File: src/design/pwrseq_pkg.sv
// constants and types for the power sequencer and hibernate controller
// What this block does
// wait 4ms after input supply good
// charge pump on after 5V good
// 5V above lockout, 1ms, enable LDOs
// both LDOs good, 1ms, release reset
// hibernate turns off regulators and manager
// wake on timer or button
// software sets wake config before hibernate
// wake reruns the whole power-up
// hibernate keeps only persistent cause bits
// supply drop records fault, resets core
// reset held until supplies good, delay
// unmasked overtemperature fault resets core
// fault bits survive core reset
// monitor selector feeds ADC pre-mux
// temperature warning raises maskable interrupt
// sleep halts execution only
// deep sleep also gates chosen peripherals
// delays counted on always-on clock
// input supply loss restarts the power-up sequence
`default_nettype none
package pwrseq_pkg;
   localparam int CLK_HZ = 25_000_000;
   localparam int CYC_PER_MS = CLK_HZ / 1000;
   localparam int VM_DLY_MS = 4;
   localparam int VM_DLY_CYC = VM_DLY_MS * CYC_PER_MS;
   localparam int SYS_DLY_MS = 1;
   localparam int SYS_DLY_CYC = SYS_DLY_MS * CYC_PER_MS;
   localparam int RST_DLY_MS = 1;
   localparam int RST_DLY_CYC = RST_DLY_MS * CYC_PER_MS;
   localparam int WAKE_TICK_MS = 25;
   localparam int WAKE_TICK_CYC = WAKE_TICK_MS * CYC_PER_MS;
   localparam int WAKE_MAX_MS = 4000;
   localparam logic [7:0] WAKE_MAX_TICKS = 8'(WAKE_MAX_MS / WAKE_TICK_MS);
   localparam int TMR_W = 20;
   localparam int APB_AW = 8;
   // register byte offsets
   localparam logic [APB_AW-1:0] OFS_CTRL = 8'h00;
   localparam logic [APB_AW-1:0] OFS_WAKE = 8'h04;
   localparam logic [APB_AW-1:0] OFS_GATE = 8'h08;
   localparam logic [APB_AW-1:0] OFS_CAUSE = 8'h0C;
   localparam logic [APB_AW-1:0] OFS_IRQ_STAT = 8'h10;
   localparam logic [APB_AW-1:0] OFS_IRQ_CLR = 8'h14;
   localparam logic [APB_AW-1:0] OFS_IRQ_EN = 8'h18;
   localparam logic [APB_AW-1:0] OFS_STATE = 8'h1C;
   // control fields
   localparam int CTRL_HIB = 0;
   localparam int CTRL_SLEEP = 1;
   localparam int CTRL_DEEP = 2;
   localparam int CTRL_TMASK = 3;
   localparam int CTRL_BTN = 4;
   localparam int CTRL_MON_LSB = 8;
   // persistent cause bits
   localparam int CAUSE_N = 7;
   localparam int C_VM = 0;
   localparam int C_SYS = 1;
   localparam int C_AIO = 2;
   localparam int C_CORE = 3;
   localparam int C_TEMP = 4;
   localparam int C_WTMR = 5;
   localparam int C_WBTN = 6;
   // interrupt bits
   localparam int IRQ_N = 2;
   localparam int I_TWARN = 0;
   localparam int I_TFAULT = 1;
   typedef enum logic [2:0] {
      MON_CORE = 3'h0, MON_PUMP = 3'h1, MON_AIO = 3'h2,
      MON_SYS = 3'h3, MON_MOTOR = 3'h4, MON_TEMP = 3'h5
   } mon_sel_t;
   typedef enum logic [7:0] {
      S_OFF = 8'h01, S_VM_WAIT = 8'h02, S_SYS_UP = 8'h04, S_SYS_DLY = 8'h08,
      S_LDO_UP = 8'h10, S_RST_DLY = 8'h20, S_RUN = 8'h40, S_HIB = 8'h80
   } seq_state_t;
endpackage
`default_nettype wire

File: src/design/seq_delay.sv
// reloadable down counter giving a delay of load cycles
`timescale 1ns/1ps
`default_nettype none
module seq_delay #(
   parameter int W = 20
) (
   // clock and reset
   input wire logic clk,
   input wire logic rst_n,
   // control
   input wire logic start,
   input wire logic [W-1:0] load,
   // status
   output logic done
);
   logic [W-1:0] cnt_q;
   logic busy_q;
   assign done = busy_q && (cnt_q == '0);
   // loading load-1 makes done appear exactly load cycles after start
   always_ff @(posedge clk or negedge rst_n) begin
      if (!rst_n) begin
         cnt_q <= '0;
         busy_q <= 1'b0;
      end else if (start) begin
         cnt_q <= load - 1'b1;
         busy_q <= 1'b1;
      end else if (busy_q && cnt_q != '0) begin
         cnt_q <= cnt_q - 1'b1;
      end
   end
endmodule // seq_delay
`default_nettype wire

File: src/design/sticky_flags.sv
// sticky flag vector, set beats clear, optional wipe
`timescale 1ns/1ps
`default_nettype none
module sticky_flags #(
   parameter int N = 2
) (
   // clock and reset
   input wire logic clk,
   input wire logic rst_n,
   // events and clears
   input wire logic [N-1:0] set,
   input wire logic [N-1:0] clr,
   input wire logic wipe,
   // flags
   output logic [N-1:0] q
);
   logic [N-1:0] q_d;
   // a wipe still keeps events of the same cycle
   assign q_d = wipe ? set : ((q & ~clr) | set);
   always_ff @(posedge clk or negedge rst_n) begin
      if (!rst_n) begin
         q <= '0;
      end else begin
         q <= q_d;
      end
   end
endmodule // sticky_flags
`default_nettype wire

File: src/design/pwrseq_top.sv
// power-up sequencer, hibernate and supply monitor with APB registers
//
// Design decisions made here: register access over APB and the register addresses.
`timescale 1ns/1ps
`default_nettype none
module pwrseq_top import pwrseq_pkg::*; #(
   parameter int VM_DLY = VM_DLY_CYC,
   parameter int SYS_DLY = SYS_DLY_CYC,
   parameter int RST_DLY = RST_DLY_CYC,
   parameter int WAKE_TICK = WAKE_TICK_CYC,
   parameter int GATE_N = 8
) (
   // clock and reset, always-on
   input wire logic pclk,
   input wire logic presetn,
   // apb slave
   input wire logic psel,
   input wire logic penable,
   input wire logic pwrite,
   input wire logic [APB_AW-1:0] paddr,
   input wire logic [31:0] pwdata,
   output logic [31:0] prdata,
   output logic pready,
   output logic pslverr,
   // supply comparators
   input wire logic vm_ok,
   input wire logic sys_uvlo_ok,
   input wire logic sys_pgood,
   input wire logic aio_pgood,
   input wire logic core_pgood,
   // temperature comparators and wake pin
   input wire logic temp_warn,
   input wire logic temp_fault,
   input wire logic wake_button_input,
   // regulator enables
   output logic sys_reg_en,
   output logic pump_en,
   output logic aio_reg_en,
   output logic core_reg_en,
   output logic pm_active,
   // core control
   output logic mcu_reset_n,
   output logic cpu_halt,
   output logic [GATE_N-1:0] periph_gate,
   output logic irq,
   // adc pre-mux select
   output mon_sel_t mon_sel
);
   seq_state_t state_q, state_d;
   logic sys_en_q, pump_q, ldo_en_q, rst_n_q, pm_on_q;
   logic sleep_q, deep_q, tmask_q, btn_en_q, hib_btn_q;
   logic tw_prev_q, tf_prev_q, btn_prev_q;
   logic [7:0] wake_q, wake_cnt_q;
   logic [GATE_N-1:0] gate_q, gate_out_q;
   logic [IRQ_N-1:0] irq_en_q, irq_stat;
   logic [CAUSE_N-1:0] cause_q, cause_set, cause_clr;
   logic [IRQ_N-1:0] irq_set, irq_clr;
   logic [31:0] prdata_q, rd_data;
   logic [TMR_W-1:0] tmr_load;
   logic tmr_done, psc_done;

   function automatic logic mapped(input logic [APB_AW-1:0] a);
      mapped = (a == OFS_CTRL) || (a == OFS_WAKE) || (a == OFS_GATE) ||
               (a == OFS_CAUSE) || (a == OFS_IRQ_STAT) || (a == OFS_IRQ_CLR) ||
               (a == OFS_IRQ_EN) || (a == OFS_STATE);
   endfunction

   // apb decode
   wire apb_setup = psel && !penable;
   wire apb_acc = psel && penable;
   wire apb_wr = apb_acc && pwrite;
   wire wr_ctrl = apb_wr && (paddr == OFS_CTRL);
   wire wr_wake = apb_wr && (paddr == OFS_WAKE);
   wire wr_gate = apb_wr && (paddr == OFS_GATE);
   wire wr_cause = apb_wr && (paddr == OFS_CAUSE);
   wire wr_iclr = apb_wr && (paddr == OFS_IRQ_CLR);
   wire wr_ien = apb_wr && (paddr == OFS_IRQ_EN);
   assign pready = 1'b1;
   assign pslverr = apb_acc && !mapped(paddr);
   assign prdata = prdata_q;

   // supply and event decode
   wire in_run = (state_q == S_RUN);
   wire in_hib = (state_q == S_HIB);
   wire all_good = sys_pgood && aio_pgood && core_pgood;
   wire temp_rst = temp_fault && !tmask_q;
   wire hib_go = wr_ctrl && pwdata[CTRL_HIB] && in_run;
   wire hib_entry = !in_hib && (state_d == S_HIB);
   wire wake_tick = in_hib && psc_done;
   wire tmr_wake = wake_tick && (wake_cnt_q == 8'h01);
   wire btn_wake = in_hib && hib_btn_q && wake_button_input && !btn_prev_q;
   wire [2:0] mon_wr = pwdata[CTRL_MON_LSB +: 3];
   wire mon_ok = (mon_wr <= MON_TEMP);
   wire [7:0] wake_wr = (pwdata[7:0] > WAKE_MAX_TICKS) ? WAKE_MAX_TICKS : pwdata[7:0];
   wire sys_on_d = state_d inside {S_SYS_UP, S_SYS_DLY, S_LDO_UP, S_RST_DLY, S_RUN};
   wire ldo_on_d = state_d inside {S_LDO_UP, S_RST_DLY, S_RUN};

   // sequencer
   always_comb begin
      state_d = state_q;
      case (state_q)
         S_OFF: begin
            if (vm_ok) state_d = S_VM_WAIT;
         end
         S_VM_WAIT: begin
            if (tmr_done) state_d = S_SYS_UP;
         end
         S_SYS_UP: begin
            if (sys_uvlo_ok) state_d = S_SYS_DLY;
         end
         S_SYS_DLY: begin
            if (!sys_uvlo_ok) state_d = S_SYS_UP;
            else if (tmr_done) state_d = S_LDO_UP;
         end
         S_LDO_UP: begin
            if (all_good && !temp_rst) state_d = S_RST_DLY;
         end
         S_RST_DLY: begin
            if (!all_good || temp_rst) state_d = S_LDO_UP;
            else if (tmr_done) state_d = S_RUN;
         end
         S_RUN: begin
            if (!all_good || temp_rst) state_d = S_LDO_UP;
            else if (hib_go) state_d = S_HIB;
         end
         S_HIB: begin
            if (tmr_wake || btn_wake) state_d = S_OFF;
         end
         default: begin
            state_d = S_OFF;
         end
      endcase
      if (!vm_ok) state_d = S_OFF;
   end

   // one timer serves every sequencing delay, restarted on each entry
   wire tmr_start = (state_d != state_q) &&
                    (state_d inside {S_VM_WAIT, S_SYS_DLY, S_RST_DLY});
   assign tmr_load = (state_d == S_VM_WAIT) ? TMR_W'(VM_DLY) :
                     (state_d == S_SYS_DLY) ? TMR_W'(SYS_DLY) : TMR_W'(RST_DLY);

   seq_delay #(.W(TMR_W)) u_seq_tmr (
      .clk(pclk),
      .rst_n(presetn),
      .start(tmr_start),
      .load(tmr_load),
      .done(tmr_done)
   );

   // wake prescaler is reloaded only at hibernate entry and on each hibernate tick, on the always-on clock
   seq_delay #(.W(TMR_W)) u_wake_psc (
      .clk(pclk),
      .rst_n(presetn),
      .start(hib_entry || wake_tick),
      .load(TMR_W'(WAKE_TICK)),
      .done(psc_done)
   );

   always_ff @(posedge pclk or negedge presetn) begin
      if (!presetn) begin
         state_q <= S_OFF;
         sys_en_q <= 1'b0;
         pump_q <= 1'b0;
         ldo_en_q <= 1'b0;
         rst_n_q <= 1'b0;
         pm_on_q <= 1'b1;
      end else begin
         state_q <= state_d;
         sys_en_q <= sys_on_d;
         pump_q <= sys_on_d && (pump_q || sys_pgood);
         ldo_en_q <= ldo_on_d;
         rst_n_q <= (state_d == S_RUN);
         pm_on_q <= (state_d != S_HIB);
      end
   end

   // wake setup is copied at entry because the registers are wiped then
   always_ff @(posedge pclk or negedge presetn) begin
      if (!presetn) begin
         wake_cnt_q <= 8'h00;
         hib_btn_q <= 1'b0;
      end else if (hib_entry) begin
         wake_cnt_q <= wake_q;
         hib_btn_q <= btn_en_q;
      end else if (wake_tick && wake_cnt_q != 8'h00) begin
         wake_cnt_q <= wake_cnt_q - 8'h01;
      end
   end

   always_ff @(posedge pclk or negedge presetn) begin
      if (!presetn) begin
         tw_prev_q <= 1'b0;
         tf_prev_q <= 1'b0;
         btn_prev_q <= 1'b0;
      end else begin
         tw_prev_q <= temp_warn;
         tf_prev_q <= temp_fault;
         btn_prev_q <= wake_button_input;
      end
   end

   // software registers, lost through hibernate
   always_ff @(posedge pclk or negedge presetn) begin
      if (!presetn) begin
         tmask_q <= 1'b0;
         btn_en_q <= 1'b0;
         deep_q <= 1'b0;
         mon_sel <= MON_CORE;
         wake_q <= 8'h00;
         gate_q <= '0;
         irq_en_q <= '0;
      end else if (hib_entry) begin
         tmask_q <= 1'b0;
         btn_en_q <= 1'b0;
         deep_q <= 1'b0;
         mon_sel <= MON_CORE;
         wake_q <= 8'h00;
         gate_q <= '0;
         irq_en_q <= '0;
      end else begin
         if (wr_ctrl) begin
            tmask_q <= pwdata[CTRL_TMASK];
            btn_en_q <= pwdata[CTRL_BTN];
            deep_q <= pwdata[CTRL_DEEP];
            if (mon_ok) mon_sel <= mon_sel_t'(mon_wr);
         end
         if (wr_wake) wake_q <= wake_wr;
         if (wr_gate) gate_q <= pwdata[GATE_N-1:0];
         if (wr_ien) irq_en_q <= pwdata[IRQ_N-1:0];
      end
   end

   // sleep halts only the core; a pending interrupt wakes it
   always_ff @(posedge pclk or negedge presetn) begin
      if (!presetn) begin
         sleep_q <= 1'b0;
         gate_out_q <= '0;
      end else begin
         if (!rst_n_q) sleep_q <= 1'b0;
         else if (wr_ctrl) sleep_q <= pwdata[CTRL_SLEEP];
         else if (irq) sleep_q <= 1'b0;
         gate_out_q <= (sleep_q && deep_q) ? gate_q : '0;
      end
   end

   // persistent reset cause: survives core reset and hibernate
   always_comb begin
      cause_set = '0;
      cause_set[C_VM] = !in_hib && (state_q != S_OFF) && !vm_ok;
      cause_set[C_SYS] = in_run && !sys_pgood;
      cause_set[C_AIO] = in_run && !aio_pgood;
      cause_set[C_CORE] = in_run && !core_pgood;
      cause_set[C_TEMP] = in_run && temp_rst;
      cause_set[C_WTMR] = tmr_wake;
      cause_set[C_WBTN] = btn_wake;
   end
   assign cause_clr = wr_cause ? pwdata[CAUSE_N-1:0] : '0;

   sticky_flags #(.N(CAUSE_N)) u_cause (
      .clk(pclk),
      .rst_n(presetn),
      .set(cause_set),
      .clr(cause_clr),
      .wipe(1'b0),
      .q(cause_q)
   );

   assign irq_set[I_TWARN] = temp_warn && !tw_prev_q;
   assign irq_set[I_TFAULT] = temp_fault && !tf_prev_q;
   assign irq_clr = wr_iclr ? pwdata[IRQ_N-1:0] : '0;

   sticky_flags #(.N(IRQ_N)) u_irq (
      .clk(pclk),
      .rst_n(presetn),
      .set(irq_set),
      .clr(irq_clr),
      .wipe(hib_entry),
      .q(irq_stat)
   );

   assign irq = |(irq_stat & irq_en_q);

   // read data is captured in the setup phase, valid in the access phase
   assign rd_data =
      (paddr == OFS_CTRL) ? {21'h0, mon_sel, 3'h0, btn_en_q, tmask_q, deep_q, sleep_q, 1'b0} :
      (paddr == OFS_WAKE) ? {24'h0, wake_q} :
      (paddr == OFS_GATE) ? 32'(gate_q) :
      (paddr == OFS_CAUSE) ? 32'(cause_q) :
      (paddr == OFS_IRQ_STAT) ? 32'(irq_stat) :
      (paddr == OFS_IRQ_EN) ? 32'(irq_en_q) :
      (paddr == OFS_STATE) ? 32'(state_q) : 32'h0;

   always_ff @(posedge pclk or negedge presetn) begin
      if (!presetn) begin
         prdata_q <= 32'h0;
      end else if (apb_setup && !pwrite) begin
         prdata_q <= rd_data;
      end
   end

   assign sys_reg_en = sys_en_q;
   assign pump_en = pump_q;
   assign aio_reg_en = ldo_en_q;
   assign core_reg_en = ldo_en_q;
   assign pm_active = pm_on_q;
   assign mcu_reset_n = rst_n_q;
   assign cpu_halt = sleep_q;
   assign periph_gate = gate_out_q;

   // dwell counter for checking delay lengths
   logic [TMR_W-1:0] dwell_q;
   always_ff @(posedge pclk or negedge presetn) begin
      if (!presetn) dwell_q <= '0;
      else dwell_q <= (state_d != state_q) ? '0 : dwell_q + 1'b1;
   end

   function automatic logic in_state_exit(input seq_state_t a, input seq_state_t b);
      in_state_exit = (state_q == a) && (state_d == b);
   endfunction
endmodule // pwrseq_top
`default_nettype wire

File: config.mk
export PLATFORM = sky130hd
export DESIGN_NAME = pwrseq_top
export DESIGN_NICKNAME = d
export VERILOG_FILES = /design/src/design/pwrseq_pkg.sv /design/src/design/seq_delay.sv /design/src/design/sticky_flags.sv /design/src/design/pwrseq_top.sv
export SDC_FILE = /design/constraint.sdc
export NUM_CORES = 1
export LEC_CHECK = 0
export BUFFER_PORTS_ARGS = -buffer_cell sky130_fd_sc_hd__buf_4
export CAP_MARGIN = 0
export CORE_AREA = 2 2 164 166
export DETAILED_ROUTE_END_ITERATION = 6
export DIE_AREA = 0 0 166 168
export GPL_TIMING_DRIVEN = 0
export PLACE_DENSITY = 0.46
export SYNTH_ARGS = -nofsm -noshare
export SYNTH_HDL_FRONTEND = slang
export SYNTH_SLANG_ARGS = --single-unit
File: constraint.sdc
create_clock -name pclk -period 4.25 [get_ports pclk]
set_input_delay 0.85 -clock pclk [delete_from_list [all_inputs] [get_ports pclk]]
set_output_delay 0.85 -clock pclk [all_outputs]
set_load 0.02 [all_outputs]
==> impl_metrics.toml <==
[layout]
num_antenna_cells = 0
fin_area_um2 = 8008
drive_above_1_share_pct = 17.27
postLayoutCoreUtil_pct = 30.39
fillers = 2754
fin_nets = 875
seqCellArea_um2 = 3005
area_growth_pct = 24.54
multi_input_area_um2 = 3109

[sta]
min_period_ps = 3741
setup_slack_ps = 508.5
skew_ps = 18.92
fmax_ghz = 0.2673
hold_viol = 0
rsz0062_at_grt = "false"
worst_slew_pin_slew_ps = 1179
min_period_over_period_pct = 88.04
setup_violations = 0
setup_tns_ps = 0
slew_viol_final = 0
relSlewSlack_pct = 20.66

[placed_design]
dp_hpwl_um = 13430
gp_congestion = 0.7642
post-place-ws_ps = 386.6
port_buffers = 62
dpl-instance-area_um2 = 7428

[synth]
async_flop_share_pct = 100.0
yosysWarnings = 0
yosysTopAreaCell = "dfrtp_1"
synth_common_cells = "118 x dfrtp_1, 92 x nor2_1, 74 x nand2_1"
synth_top_cell_area_share_pct = 45.92
synth_most_common_cell = "dfrtp_1"
synth_edf_count = 0
netlist_instances = 713
seq_area_frac_synth_pct = 46.74
ys.flop_type = "dfrtp_1"
synth.ff_latch_count = 120
yosys-top-cells-area = "dfrtp_1 46%, nor2_1 5.4%, nand2_1 4.3%, xnor2_1 3.3%, o21ai_0 3.0%"
ys_types = 65
netlist_area_um2 = 6430
avgSynthCellArea_um2 = 9.018

[critical_path]
cp.required_ps = 4550
end_kind = "flop"
cp_data_arrival_time_ps = 4040
cp_slowest_stage_delay_ps = 660
crit_chain = "clkbuf_1 > or4b_2 > nor4b_1 > a21oi_1 > o211ai_1 > o21ai_0 > a22oi_1 > a31oi_1 > buf_2 > o311a_1"
critPathKind = "flop to flop"
cp_slowest_cell = "or4b_2"
path_max_fanout = 10
critPathLaunchType = "flop"

[routing]
ant_nets = 0
vias = 5446
wirelength_um = 18350
routed_via_density = 4.659
drtIter0Drc = 362
drtPass1Iterations = 7
post_drt_wl_per_cell_um = 15.69
drc_errors = 0

[global_routing]
grt_pass1_vias = 5339
grtUsageTotal_pct = 13.48
grt_pass1_wl_um = 29840
grt-ovfl-total = 0
antenna_found_initial = 0
grt_max_degree = 62

[floorplan]
pin_count = 106
rows = 60
chipHeight_um = 168
initial_utilization_pct = 24.40
die_w_um = 166
core-area_um2 = 26350
die_area_um2 = 27890

[job]
drv_cap = 0

[run_status]
outcome = "completed"

[clock_tree]
clock-sinks = 120
cts-htree-levels = 4
cts_setup_buffers = 0
tritoncts = "built"
clk_latency_ps = 430
cts-hold-fix-buffers = 0
cts.clk_slew.worst_paths_ps = 70
root_buffer = "clkbuf_16"
cts_buffers = 17
cts_resized = 0
cts.path.max_buffers = 2

[power_and_ir_drop]
p_leak_nw = 3.538
powerDensity_nw_per_um2 = 424.2
ir_drop_mv = 0.2282

[hold_path]
hold_class = "input port to asynchronous set/reset pin"
[where the power goes]
part / internal (mW) / leakage [nW] / total, mW / switching [mW]
clock network: 0.781 / 0.279 / 1.41 / 0.632
logic: 0.251 / 1.75 / 0.624 / 0.373
registers: 1.25 / 1.50 / 1.36 / 0.114
[metal layers]
metal  wire, µm  vias to the layer above  GRT usage (%)
met5          0                        -              0
met2       8483                      120          21.09
li1           -                     2694              -
met4        231                        0          3.932
met3        785                       14          2.844
met1       8844                     2618          18.80
[metrics by stage]
stage,std cells,hold WS (ps),total power [mW]
after floorplan,733,409.6,1.780
after global placement,1136,413.5,2.008
after detailed placement,1137,421.7,2.013
after CTS,1169,408.1,3.448
after global routing,1169,423.9,3.594
final,1169,387.8,3.397
[cell usage in the layout (no fill, tap or decap), drive strengths merged, types with 6 or more instances in the layout]
master,n
dfrtp,118
nor2,92
buf,91
nand2,74
clkbuf,44
o21ai,39
inv,33
nand3,28
xnor2,24
a21oi,24
nor3,22
and3,22
conb,22
nor4,19
mux2i,11
a22oi,11
xor2,10
a31oi,10
nand2b,10
and2,10
or3,8
or4,7
or2,7
a222oi,7
ha,7
o21a,6
[sequential cells by signal (all words and copies together), names as in the netlist, 2 cells and up]
name and cells:
mon_sel 3, state_q 8, prdata 11, wake_q 8, gate_q 8, irq_en_q 2
wake_cnt_q 8, periph_gate 8, u_wake_psc.cnt_q 20, u_irq.q 2, u_seq_tmr.cnt_q 20, u_cause.q 7
[final timing paths]
check / depth (start not counted) / slack [ps] / startpoint / to
min in group pclk: 1 / 430 / tw_prev_q / u_irq.q[0]
max: 10 / 510 / state_q[7] / u_seq_tmr.cnt_q[15]
max in group asynchronous: 2 / 3090 / presetn / pm_active
min: 1 / 390 / presetn / periph_gate[4]
max reg2reg: 10 / 510 / state_q[7] / u_seq_tmr.cnt_q[15]
min reg2reg: 1 / 430 / tw_prev_q / u_irq.q[0]
[area by class of cell]
cell class,instances,area share [%]
clock buffers,17,5.313
clock inverters,15,1.922
multi-input cells,534,38.83
inverters,24,1.125
well taps,341,5.328
repair buffers,63,6.203
plain buffers,55,3.750
flip-flops and latches,120,37.53
[logic make-up after synthesis]
family          count (synthesis)  synth area share, %
buf+inv                        79                6.071
fa+ha+maj                       7                1.362
compound gates                124                12.63
mux                            13                2.063
other cells                     2               0.1168
simple gates                  334                26.39
xor+xnor                       34                4.631
flops                         120                46.74
[critical path: cells and delay by family, from the launching register on]
| kind | cells | cell delay (ps) |
|---|---|---|
| buffers and inverters | 2 | 490 |
| AO/OA/AOI/OAI | 6 | 1440 |
| AND/OR/NAND/NOR | 2 | 1280 |
| flip-flops | 1 | 410 |
(Power assumes the default switching activity.)
